--- config.mk ---
export PLATFORM = sky130hd
export DESIGN_NAME = ias_autoselect
export DESIGN_NICKNAME = d
export VERILOG_FILES = /design/src/design/ias_pkg.sv /design/src/design/ias_autoselect.sv
export SDC_FILE = /design/constraint.sdc
export NUM_CORES = 2
export LEC_CHECK = 0
export ABC_CLOCK_PERIOD_IN_PS = 17700
export BUFFER_PORTS_ARGS = -buffer_cell sky130_fd_sc_hd__buf_4
export CAP_MARGIN = 20
export CORE_ASPECT_RATIO = 0.7
export CORE_MARGIN = 2
export CORE_UTILIZATION = 57
export CTS_CLUSTER_DIAMETER = 50
export DETAILED_ROUTE_END_ITERATION = 8
export GPL_ROUTABILITY_DRIVEN = 0
export GPL_TIMING_DRIVEN = 0
export PLACE_DENSITY_LB_ADDON = 0.05
export RECOVER_POWER = 100
export SETUP_SLACK_MARGIN = 0.05
export SYNTH_ARGS = -nofsm -noshare
export SYNTH_HDL_FRONTEND = slang
export SYNTH_SLANG_ARGS = --single-unit
--- constraint.sdc ---
create_clock -name sys_clk_i -period 17.7 [get_ports sys_clk_i]
set_clock_uncertainty 0.05 [all_clocks]
set_input_delay 2.655 -clock sys_clk_i [delete_from_list [all_inputs] [get_ports sys_clk_i]]
set_output_delay 2.655 -clock sys_clk_i [all_outputs]
set_load 0.02 [all_outputs]
--- src/design/ias_pkg.sv ---
package ias_pkg;
    localparam int          NUM_IN        = 5;
    localparam int          NUM_OUT       = 2;
    localparam int          TEXT_MAX      = 63;
    localparam int          IMG_DEPTH     = 16;
    localparam logic [2:0]  IN_TYPEC      = 3'h0;
    localparam logic [2:0]  IN_WELCOME    = 3'h4;
    localparam logic [6:0]  PRIO_OFF      = 7'h00;
    localparam logic [6:0]  PRIO_MAX      = 7'h64;
    localparam logic [6:0]  PRIO_ANY      = 7'h65;
    localparam logic [6:0]  PRIO_PHYS_RST = 7'h32;
    localparam logic [6:0]  PRIO_WEL_RST  = 7'h64;
    localparam logic [1:0]  MODE_DIS      = 2'h0;
    localparam logic [1:0]  MODE_FIRST    = 2'h1;
    localparam logic [1:0]  MODE_LAST     = 2'h2;
    localparam logic [2:0]  LANES_TWO     = 3'h2;
    localparam logic [2:0]  LANES_FOUR    = 3'h4;
    localparam logic [23:0] GREY_PIXEL    = 24'hc0c0c0;
    localparam logic [23:0] BLACK_PIXEL   = 24'h000000;
    // register byte offsets
    localparam logic [7:0]  REG_CTRL      = 8'h00;
    localparam logic [7:0]  REG_MANUAL    = 8'h04;
    localparam logic [7:0]  REG_STATUS    = 8'h08;
    localparam logic [7:0]  REG_TEXT      = 8'h0c;
    localparam logic [7:0]  REG_IMAGE     = 8'h10;
    localparam logic [1:0]  REG_PRIO_SEL  = 2'h1;
    // register field positions
    localparam int          CTRL_MODE0    = 0;
    localparam int          CTRL_MODE1    = 2;
    localparam int          CTRL_IMG_EN   = 4;
    localparam int          CTRL_USB_FOL  = 5;
    localparam int          CTRL_AUD_SRC  = 6;
    localparam int          CTRL_LANES4   = 9;
    localparam int          CTRL_FULL_BW  = 10;
    localparam int          CTRL_USB_MAN  = 11;
    localparam int          MAN_OUT_BIT   = 4;
    localparam int          TEXT_IDX      = 8;
    localparam int          IMG_START_BIT = 31;

    typedef logic [NUM_IN-1:0][6:0]  ias_prio_row_t;
    typedef logic [NUM_OUT-1:0][2:0] ias_sel_t;

    typedef struct packed {
        logic                          hready;
        logic [31:0]                   hrdata;
        logic                          wr_pend;
        logic [7:0]                    wr_addr;
        logic [NUM_OUT-1:0][1:0]       mode;
        logic                          image_en;
        logic                          usb_follow;
        logic                          lanes4;
        logic                          full_bw;
        logic [2:0]                    audio_src;
        logic [1:0]                    usb_manual;
        ias_sel_t                      sel;
        ias_prio_row_t [NUM_OUT-1:0]   prio;
        logic                          man_req;
        logic                          man_out;
        logic [2:0]                    man_in;
        logic [NUM_IN-1:0]             prev_act;
        logic                          prev_host;
        logic [TEXT_MAX-1:0][7:0]      text;
        logic [5:0]                    text_len;
        logic [IMG_DEPTH-1:0][23:0]    img;
        logic [4:0]                    img_cnt;
        logic                          hotplug_en;
        logic                          measure_en;
        logic                          audio_en;
        logic [NUM_IN-1:0]             audio_present;
        logic [1:0]                    usb_host;
        logic [2:0]                    lane_cnt;
        logic [23:0]                   pixel;
        logic [7:0]                    text_char;
        logic [23:0]                   text_color;
    } ias_state_t;
endpackage : ias_pkg

--- src/design/ias_autoselect.sv ---
// Design decisions made here: the AHB-Lite slave port and the register addresses.
`timescale 1ns/1ps
//Contract
// - welcome generator is one extra selectable input beside physical inputs.
// - with image option off the generator shows a uniform light grey frame.
// - one image is stored; a new upload replaces the old one.
// - text up to 63 legal characters, drawn in black.
// - welcome source unavailable while first USB-C input is routed anywhere.
// - welcome routed blocks USB-C input one, its hotplug, measurement and audio.
// - welcome routed drops USB-C one analog audio, audio setting kept.
// - USB-C one activity is not sensed while welcome is shown.
// - host attach on USB-C one replaces welcome with that input.
// - alternate mode uses two or four lanes; full bandwidth means four.
// - policy per output is disabled, first detect or last detect.
// - priority 1 highest to 100 lowest, best active input wins.
// - with autoselect disabled only manual requests change the crosspoint; the code also lets host attach replace welcome then.
// - first detect keeps input until inactive or strictly better input active.
// - last detect takes newest input of equal or better priority.
// - a manual switch leaves the autoselect policy running.
// - each output has own priorities; any input may be disabled.
// - manual selection requests are accepted alongside autoselect.
// - follow-video USB routing tracks the chosen video host.
// - USB-C one audio-present reads false while welcome in use.
module ias_autoselect
    import ias_pkg::*;
(
    // clock and reset
    input  wire logic                sys_clk_i,
    input  wire logic                nrst_i,
    // ahb-lite slave
    input  wire logic                hsel_i,
    input  wire logic [31:0]         haddr_i,
    input  wire logic [1:0]          htrans_i,
    input  wire logic                hwrite_i,
    input  wire logic [2:0]          hsize_i,
    input  wire logic [31:0]         hwdata_i,
    input  wire logic                hready_i,
    output logic                     hreadyout_o,
    output logic                     hresp_o,
    output logic [31:0]              hrdata_o,
    // sources
    input  wire logic [NUM_IN-2:0]   input_active_flag_i,
    input  wire logic                typec_host_i,
    input  wire logic [NUM_IN-1:0]   audio_present_i,
    input  wire logic [3:0]          pix_idx_i,
    input  wire logic [5:0]          text_idx_i,
    // crosspoint and gating
    output ias_sel_t                 video_sel_o,
    output logic                     typec_hotplug_en_o,
    output logic                     typec_measure_en_o,
    output logic                     analog_audio_en_o,
    output logic [NUM_IN-1:0]        audio_present_o,
    output logic [1:0]               usb_host_sel_o,
    output logic [2:0]               dp_lane_cnt_o,
    // welcome generator
    output logic [23:0]              welcome_pixel_o,
    output logic [7:0]               welcome_char_o,
    output logic [23:0]              welcome_text_color_o,
    output logic [5:0]               welcome_text_len_o
);

    ias_state_t    r;
    ias_state_t    next_r;
    logic          wel_any;
    logic          tc_any;
    logic          host_rise;
    logic [NUM_IN-1:0] act_raw;
    logic          cur_ok0;
    logic [6:0]    cur_p0;

    // best active input under a priority bound; ties keep the lower index
    function automatic logic [3:0] ias_pick(input ias_prio_row_t prio,
                                            input logic [NUM_IN-1:0] mask,
                                            input logic [6:0] limit,
                                            input logic incl_eq);
        logic [6:0] best;
        logic [6:0] p;
        logic       found;
        logic [2:0] idx;
        best  = PRIO_ANY;
        found = 1'b0;
        idx   = 3'h0;
        for (int i = 0; i < NUM_IN; i++) begin
            p = prio[i];
            if (mask[i] && p != PRIO_OFF && (p < limit || (incl_eq && p == limit))
                && p < best) begin
                best  = p;
                found = 1'b1;
                idx   = 3'(i);
            end
        end
        return {found, idx};
    endfunction : ias_pick

    function automatic logic ias_char_ok(input logic [7:0] c);
        return (c >= 8'h61 && c <= 8'h7a) || (c >= 8'h41 && c <= 8'h5a) ||
               (c >= 8'h30 && c <= 8'h39) || c == 8'h20 || c == 8'h2d ||
               c == 8'h5f || c == 8'h2e;
    endfunction : ias_char_ok

    always_comb begin
        wel_any = 1'b0;
        tc_any  = 1'b0;
        for (int k = 0; k < NUM_OUT; k++) begin
            wel_any = wel_any | (r.sel[k] == IN_WELCOME);
            tc_any  = tc_any | (r.sel[k] == IN_TYPEC);
        end
    end

    // welcome always carries a picture; typec flag blind while welcome shows
    assign act_raw   = {1'b1, input_active_flag_i[NUM_IN-2:1],
                        input_active_flag_i[0] & ~wel_any};
    assign host_rise = typec_host_i & ~r.prev_host;
    assign cur_p0    = r.prio[0][r.sel[0]];
    assign cur_ok0   = act_raw[r.sel[0]] && cur_p0 != PRIO_OFF;

    always_comb begin
        logic [NUM_IN-1:0] elig;
        logic [NUM_IN-1:0] act;
        logic [NUM_IN-1:0] rise;
        logic [3:0]        pk;
        logic [2:0]        cur;
        logic [6:0]        cur_p;
        logic              cur_ok;
        logic              tc_oth;
        logic              wel_oth;
        logic              wel_n;
        logic [7:0]        a;
        elig    = '1;
        act     = '0;
        pk      = '0;
        cur     = '0;
        cur_p   = '0;
        cur_ok  = 1'b0;
        tc_oth  = 1'b0;
        wel_oth = 1'b0;
        wel_n   = 1'b0;
        a       = haddr_i[7:0];
        rise    = act_raw & ~r.prev_act;
        next_r  = r;
        next_r.hready    = 1'b1;
        next_r.wr_pend   = 1'b0;
        next_r.man_req   = 1'b0;
        next_r.prev_act  = act_raw;
        next_r.prev_host = typec_host_i;

        // write data phase
        if (r.wr_pend) begin
            if (r.wr_addr == REG_CTRL) begin
                next_r.mode[0]    = hwdata_i[CTRL_MODE0 +: 2];
                next_r.mode[1]    = hwdata_i[CTRL_MODE1 +: 2];
                next_r.image_en   = hwdata_i[CTRL_IMG_EN];
                next_r.usb_follow = hwdata_i[CTRL_USB_FOL];
                next_r.audio_src  = hwdata_i[CTRL_AUD_SRC +: 3];
                next_r.lanes4     = hwdata_i[CTRL_LANES4];
                next_r.full_bw    = hwdata_i[CTRL_FULL_BW];
                next_r.usb_manual = hwdata_i[CTRL_USB_MAN +: 2];
            end else if (r.wr_addr == REG_MANUAL) begin
                next_r.man_req = 1'b1;
                next_r.man_out = hwdata_i[MAN_OUT_BIT];
                next_r.man_in  = hwdata_i[2:0];
            end else if (r.wr_addr == REG_TEXT) begin
                if (ias_char_ok(hwdata_i[7:0])
                    && hwdata_i[TEXT_IDX +: 6] < 6'(TEXT_MAX)) begin
                    next_r.text[hwdata_i[TEXT_IDX +: 6]] = hwdata_i[7:0];
                    next_r.text_len = hwdata_i[TEXT_IDX +: 6] + 6'h01;
                end
            end else if (r.wr_addr == REG_IMAGE) begin
                if (hwdata_i[IMG_START_BIT]) begin
                    next_r.img[0]  = hwdata_i[23:0];
                    next_r.img_cnt = 5'h01;
                end else if (r.img_cnt < 5'(IMG_DEPTH)) begin
                    next_r.img[r.img_cnt[3:0]] = hwdata_i[23:0];
                    next_r.img_cnt = r.img_cnt + 5'h01;
                end
            end else if (r.wr_addr[7:6] == REG_PRIO_SEL && r.wr_addr[4:2] < 3'(NUM_IN)) begin
                if (hwdata_i[6:0] <= PRIO_MAX) begin
                    next_r.prio[r.wr_addr[5]][r.wr_addr[4:2]] = hwdata_i[6:0];
                end
            end
        end

        // address phase; zero wait states, read data from a flop
        if (hsel_i && htrans_i[1] && hready_i) begin
            next_r.wr_pend = hwrite_i;
            next_r.wr_addr = a;
            if (!hwrite_i) begin
                next_r.hrdata = '0;
                if (a == REG_CTRL) begin
                    next_r.hrdata = {19'h0, r.usb_manual, r.full_bw, r.lanes4, r.audio_src,
                                     r.usb_follow, r.image_en, r.mode[1], r.mode[0]};
                end else if (a == REG_STATUS) begin
                    next_r.hrdata = {3'h0, r.img_cnt, 3'h0, act_raw, 6'h0, tc_any, wel_any,
                                     1'b0, r.sel[1], 1'b0, r.sel[0]};
                end else if (a == REG_TEXT) begin
                    next_r.hrdata = {26'h0, r.text_len};
                end else if (a == REG_IMAGE) begin
                    next_r.hrdata = {27'h0, r.img_cnt};
                end else if (a[7:6] == REG_PRIO_SEL && a[4:2] < 3'(NUM_IN)) begin
                    next_r.hrdata = {25'h0, r.prio[a[5]][a[4:2]]};
                end
            end
        end

        // selection, output by output; later outputs see earlier decisions
        for (int o = 0; o < NUM_OUT; o++) begin
            tc_oth  = 1'b0;
            wel_oth = 1'b0;
            for (int k = 0; k < NUM_OUT; k++) begin
                if (k != o) begin
                    tc_oth  = tc_oth | (next_r.sel[k] == IN_TYPEC);
                    wel_oth = wel_oth | (next_r.sel[k] == IN_WELCOME);
                end
            end
            elig = '1;
            if (tc_oth) begin
                elig[IN_WELCOME] = 1'b0;
            end
            if (wel_oth) begin
                elig[IN_TYPEC] = 1'b0;
            end
            act    = act_raw & elig;
            cur    = next_r.sel[o];
            cur_p  = r.prio[o][cur];
            cur_ok = act[cur] && cur_p != PRIO_OFF;
            pk     = '0;
            if (host_rise && cur == IN_WELCOME) begin
                next_r.sel[o] = IN_TYPEC;
            end else if (r.man_req && 32'(r.man_out) == o) begin
                // manual pick keeps the policy in place
                if (r.man_in < 3'(NUM_IN) && !(r.man_in == IN_WELCOME && tc_oth)
                    && !(r.man_in == IN_TYPEC && wel_oth)) begin
                    next_r.sel[o] = r.man_in;
                end
            end else begin
                unique case (r.mode[o])
                    MODE_FIRST: begin
                        pk = cur_ok ? ias_pick(r.prio[o], act, cur_p, 1'b0)
                                    : ias_pick(r.prio[o], act, PRIO_ANY, 1'b0);
                    end
                    MODE_LAST: begin
                        pk = cur_ok ? ias_pick(r.prio[o], act & rise, cur_p, 1'b1)
                                    : ias_pick(r.prio[o], act, PRIO_ANY, 1'b0);
                    end
                    default: pk = '0;
                endcase
                if (pk[3]) begin
                    next_r.sel[o] = pk[2:0];
                end
            end
        end

        for (int k = 0; k < NUM_OUT; k++) begin
            wel_n = wel_n | (next_r.sel[k] == IN_WELCOME);
        end
        next_r.hotplug_en = ~wel_n;
        next_r.measure_en = ~wel_n;
        // audio routing field stays as written; only the path is cut
        // use the source being written this cycle, else a fresh write leaks one cycle
        next_r.audio_en = !(next_r.audio_src == IN_TYPEC && wel_n);
        next_r.audio_present = audio_present_i;
        if (wel_n) begin
            next_r.audio_present[IN_TYPEC] = 1'b0;
        end
        if (!r.usb_follow) begin
            next_r.usb_host = r.usb_manual;
        end else if (next_r.sel[0] != IN_WELCOME) begin
            next_r.usb_host = next_r.sel[0][1:0];
        end
        next_r.lane_cnt = (r.lanes4 || r.full_bw) ? LANES_FOUR : LANES_TWO;
        // no uploaded image falls back to the grey frame as well
        next_r.pixel = (r.image_en && r.img_cnt != 5'h00) ? r.img[pix_idx_i]
                                                          : GREY_PIXEL;
        next_r.text_char  = (text_idx_i < r.text_len) ? r.text[text_idx_i] : 8'h00;
        next_r.text_color = BLACK_PIXEL;
    end

    always_ff @(posedge sys_clk_i or negedge nrst_i) begin
        if (!nrst_i) begin
            r            <= '0;
            r.hready     <= 1'b1;
            r.sel        <= {NUM_OUT{IN_WELCOME}};
            r.prio       <= {NUM_OUT{PRIO_WEL_RST, {(NUM_IN-1){PRIO_PHYS_RST}}}};
            r.lanes4     <= 1'b1;
            r.audio_src  <= IN_TYPEC;
            r.lane_cnt   <= LANES_FOUR;
            r.pixel      <= GREY_PIXEL;
        end else begin
            r <= next_r;
        end
    end

    assign hreadyout_o          = r.hready;
    assign hresp_o              = 1'b0;
    assign hrdata_o             = r.hrdata;
    assign video_sel_o          = r.sel;
    assign typec_hotplug_en_o   = r.hotplug_en;
    assign typec_measure_en_o   = r.measure_en;
    assign analog_audio_en_o    = r.audio_en;
    assign audio_present_o      = r.audio_present;
    assign usb_host_sel_o       = r.usb_host;
    assign dp_lane_cnt_o        = r.lane_cnt;
    assign welcome_pixel_o      = r.pixel;
    assign welcome_char_o       = r.text_char;
    assign welcome_text_color_o = r.text_color;
    assign welcome_text_len_o   = r.text_len;
endmodule : ias_autoselect

# Word level (Yosys, flattened, before mapping)

Cells that the tools add are included.

Register bits: 1081
Input bits: 94
Word-level logic and storage cells: 681
Output and inout bits: 115

Mux-type cells: 264
Equality and inequality tests: 33
Magnitude comparators: 79
Bitwise logic cells: 21
Reduce and logical (&&, ||, !) cells: 166
$add $sub $neg: 2

Operators with widths:

| cell                                                | number |
|---|---|
| two-way mux 7 bit                                   | 133 |
| bitwise mux 504 bit                                 | 1 |
| bitwise mux 384 bit                                 | 1 |
| < comparator 7 bit                                  | 42 |
| logical AND 1 bit                                   | 116 |
| two-way mux 29 bit                                  | 4 |
| two-way mux 35 bit                                  | 3 |
| two-way mux 3 bit                                   | 33 |
| binary-select mux 24 bit (select 4 bit)             | 1 |
| demux 24 bit (select 4 bit)                         | 1 |
| nonzero test 7 bit                                  | 12 |
| two-way mux 24 bit                                  | 3 |
| bitwise mux 70 bit                                  | 1 |
| equality test 7 bit                                 | 10 |
| < comparator 7 bit, second input constant           | 10 |
| binary-select mux 7 bit (select 3 bit)              | 3 |
| two-way mux 1 bit                                   | 53 |
| binary-select mux 8 bit (select 6 bit)              | 1 |
| demux 8 bit (select 6 bit)                          | 1 |
| demux 35 bit (select 1 bit)                         | 1 |
| two-way mux 4 bit                                   | 8 |
| bitwise AND 5 bit                                   | 5 |
| two-way mux 5 bit                                   | 5 |
| equality test 8 x 4 -> 1 bit, second input constant | 3 |
| other kinds (49)                                    | 114 |

# Logic depth before layout (Yosys ltp)

Depth after elaboration: 84
Gate-level depth with buffers: 106
Depth with buffers taken out: 97

# Least setup slack after synthesis

Ideal clock, no wire load.

Path kind: input port to flip-flop
Start: input input_active_flag_i[0]
End: register r (netlist bit analog_audio_en_o)
Arrival: 20.176 ns
Stages: 83
Path slack: -2.665 ns
Required time: 17.512 ns
Library setup time: 0.138 ns
Path buffers: 9
Cell sequence: nand3_4 -> or4_1 -> nor2_1 -> nand2_1 -> ha_1 -> a21o_1 -> and3_1 -> nor4_1 -> o21ai_0 -> nor2_1 -> o21a_1 -> buf_6 -> nor3_1 -> a21oi_1 -> inv_1 -> ha_1 -> clkbuf_1 -> nand3_1 -> [... 47 more ...] -> nand2_1 -> o41ai_1 -> a21oi_1 -> clkbuf_1 -> mux2_2 -> ha_1 -> a21oi_1 -> nor2b_1 -> o21ai_0 -> nand3_1 -> a21o_1 -> and2_1 -> a221oi_1 -> o21ai_2 -> a31oi_1 -> o21ai_0 -> o31a_1 -> or4_1

RTL lines:

| element              | RTL line              | text |
|---|---|---|
| start, declared      | ias_autoselect.sv:42  | `input wire logic [NUM_IN-2:0] input_active_flag_i,` |
| end signal, assigned | ias_autoselect.sv:289 | `r <= next_r;` |
| end, declared        | ias_autoselect.sv:62  | `ias_state_t r;` |

==> results_dict.tcl <==
set metrics [dict create \
    track_usage 0.356 \
    grt_start_max_net_pins 178 \
    cts_made_buffers 107 \
    h-tree-depth 3 \
    row_count 97 \
    clkPwrFrac 0.324 \
    seqPwrFrac 0.357 \
    synthTopCellsByArea "dfrtp_1, mux2_2, mux4_2, ha_1, o21ai_0" \
    cp.depth 89 \
    clock_latency_ns 0.73 \
    vias 43200 \
    setup_violations 6 \
    die_height_um 271 \
    synth.yosys.seq_area_share 0.465 \
    maxCapViolations 1 \
    grt_pass1_wl_um 274000 \
    combPwrFrac 0.318 \
    worstPathMaxFanout 6 \
    total_power_mw 7.23 \
    critPathRequiredTime_ns 18.25 \
    finalWorstSetupSlack_ns -1.79 \
    total_leakage_power_nw 31.8 \
    slew_violations 26 \
    cts.sinks 1074 \
    syn_inst 4731 \
    routed_wl_um 187000 \
    power_density_nw_per_um2 106 \
    slowest_stage "or4_4" \
    nets 5524 \
    multi_input_area_sq_um 30100 \
    avgSynthCellArea_sq_um 12.2 \
    wl_per_cell_um 28.1 \
    dpl_cell_area_sq_um 61500 \
    start_kind "input pin" \
    worstSetupEndpointType "flop" \
    crit_buf_inv 15 \
    rsz0062_at_grt "true" \
    r2r_setup_slack_ns -1.69 \
    antenna_left 0 \
    period_needed_ns 19.49 \
    clkTransAtPathRegs_ns 0.06 \
    status "finished with violations" \
    synthFlopType "dfrtp_1" \
    seqCellArea_sq_um 26900 \
    dpl.hpwl_um 134000 \
    drt_iter0_markers 5136 \
    arrival_ns 20.04 \
    switchingPower_mw 2.44 \
    clockBufferDepth 3 \
    synth_warnings 0 \
    io_buffers 127 \
    reg2reg_from "r[994]" \
    n_fill_cell 7454 \
    switching_share 0.338 \
    synth_area_sq_um 57900 \
    hold-path-cell-count 2 \
    relSlewSlack -0.389 \
    area_delta_synth_final_pct 17.4 \
    p_int_mw 4.78 \
    synth_top_area_cell "dfrtp_1" \
    antenna_found_initial 16 \
    ys_types 100 \
    synth-async-reset-ratio 1.00 \
    r2r-end "analog_audio_en_o" \
    grt_pass1_vias 41600 \
    final_cells 6644 \
    ios 209 \
    min_period_over_period 1.10 \
    dr.pass1.iters 8 \
    peakVddDrop_mv 0.0762 \
    synth_seq_cells 1074 \
    place_inst 6259 \
    hold_viol_final 0 \
    finalInstanceArea_sq_um 68000 \
    crit_start "input_active_flag_i[0]" \
    failed_checks "max-capacitance violations, max-slew violations, negative setup slack" \
    dieWidth_um 385 \
    drive_gt1_frac 0.381 \
    synth_top_area_frac 0.447 \
    path_delay_family "compound AO/OA/AOI/OAI gates" \
    initial_core_util 0.577 \
    grt_overflow_total 0 \
    max_stage_delay_ns 0.58 \
    r2r_cells 93 \
    fp.coreArea_sq_um 100000 \
    criticalPathCategory "in2reg" \
    endpoint "analog_audio_en_o" \
    die-area_sq_um 104000 \
    hold_class "reg2reg" \
    cts_tree "built" \
    synth-edff-count 0 \
    vias_per_cell 6.50 \
    root_buffer "clkbuf_16" \
    drc_errors 0 \
    fmax_mhz 51.3 \
    worst_pin_slew_ns 2.08 \
]
-- repair_timing --
action | 4_1_cts | 5_1_grt
endpoints found under the setup margin | 6 | 6
hold buffers | 0 | 0
pin swaps | 77 | 99
buffers inserted | 101 | 71
resized for setup | 182 | 132
gates cloned | 2 | 1
-- synthesized netlist by cell type (80+ instances only) --
cell	n
o21ai_0	290
mux2_2	798
mux2i_1	91
dfrtp_1	1034
ha_1	214
mux4_2	283
nor2b_1	90
inv_1	123
nor2_1	185
nand3_1	80
buf_4	115
clkbuf_1	272
nand2_1	339
a21oi_1	135
-- area by class of cell --
| class | count | share of cell area |
|---|---|---|
| clock inverters | 28 | 0.00632 |
| flip-flops and latches | 1074 | 0.396 |
| inverters | 125 | 0.00694 |
| clock buffers | 164 | 0.0467 |
| diodes | 9 | 0.000331 |
| multi-input cells | 3142 | 0.443 |
| repair buffers | 344 | 0.0440 |
| plain buffers | 422 | 0.0320 |
| well taps | 1336 | 0.0246 |
-- worst register-to-register path: cells and delay by family (launching register included) --
family          cells  cell delay [ns]
buf+inv            15             2.33
flops               1             0.67
simple gates       24             4.56
fa+ha+maj           9             2.52
mux                 5             1.34
compound gates     40             7.84
-- cells by family after synthesis --
logic type / after synthesis / synth area share
AND/OR/NAND/NOR: 979 / 0.0820
flip-flops: 1074 / 0.465
AO/OA/AOI/OAI: 727 / 0.0797
XOR/XNOR: 8 / 0.00121
adder cells (fa/ha/maj): 216 / 0.0466
other: 2 / 0.000130
buffers and inverters: 551 / 0.0434
multiplexers: 1174 / 0.282
-- per-layer routing --
metal  GRT usage  up-vias  routed length, um  share of wire
met2       0.467     2272              75000           0.40
met4       0.105       12               6310          0.034
met1       0.543    22200              81200           0.44
met5           0        -                 81        0.00043
met3       0.134      462              24000           0.13
li1            -    18300                  -              -
-- flip-flops by register name (all words and copies together) (netlist names) --
signal,count
dp_lane_cnt_o,2
r,996
welcome_text_len_o,6
usb_host_sel_o,2
video_sel_o,6
audio_present_o,5
welcome_char_o,8
typec_measure_en_o,1
welcome_pixel_o,24
analog_audio_en_o,1
hrdata_o,23
-- how the worst min path moves through the flow --
| stage | startpoint | to | slack (ns) |
|---|---|---|---|
| after floorplan | hrdata_o[10] | hrdata_o[10] | 0.39 |
| after global placement | hrdata_o[11] | hrdata_o[11] | 0.41 |
| after detailed placement | hrdata_o[11] | hrdata_o[11] | 0.41 |
| after CTS | hrdata_o[11] | hrdata_o[11] | 0.42 |
| after global routing | r[487] | r[487] | 0.44 |
| final | hrdata_o[7] | hrdata_o[7] | 0.42 |
-- power groups by stage --
stage | Clock (mW) | Sequential [mW] | Combinational, mW
2_1_floorplan | 0 | 2.58 | 1.15
3_3_place_gp | 0 | 2.62 | 1.66
3_5_place_dp | 0 | 2.62 | 1.72
4_1_cts | 2.37 | 2.57 | 2.00
5_1_grt | 2.48 | 2.58 | 2.43
6_report | 2.34 | 2.58 | 2.30
-- layout by cell type, fill, tap and decap left out, types with 51 or more instances in the layout --
| master | netlist | final |
|---|---|---|
| ha_1 | 214 | 190 |
| o21ai_0 | 290 | 253 |
| dfrtp_1 | 1034 | 1034 |
| buf_4 | 115 | 395 |
| mux2i_1 | 91 | 77 |
| nor2_1 | 185 | 174 |
| clkbuf_16 | 0 | 108 |
| nor2b_1 | 90 | 89 |
| nor3_1 | 70 | 58 |
| a21oi_1 | 135 | 105 |
| inv_1 | 123 | 118 |
| mux2_2 | 798 | 796 |
| nand3_1 | 80 | 70 |
| nand2_1 | 339 | 322 |
| mux4_2 | 283 | 283 |
| a211oi_1 | 57 | 51 |
| clkbuf_1 | 272 | 282 |
-- per-stage QoR --
| step | hold WS [ns] | worst slack [ns] | setup TNS [ns] | util |
|---|---|---|---|---|
| 2_1_floorplan | 0.390 | -0.769 | -2.14 | - |
| 3_3_place_gp | 0.405 | -5.35 | -28.99 | 0.608 |
| 3_5_place_dp | 0.408 | -5.10 | -27.68 | 0.613 |
| 4_1_cts | 0.421 | -1.14 | -4.94 | 0.664 |
| 5_1_grt | 0.440 | -2.24 | -11.15 | 0.677 |
| 6_report | 0.421 | -1.79 | -8.53 | 0.677 |
(Power assumes the default switching activity.)
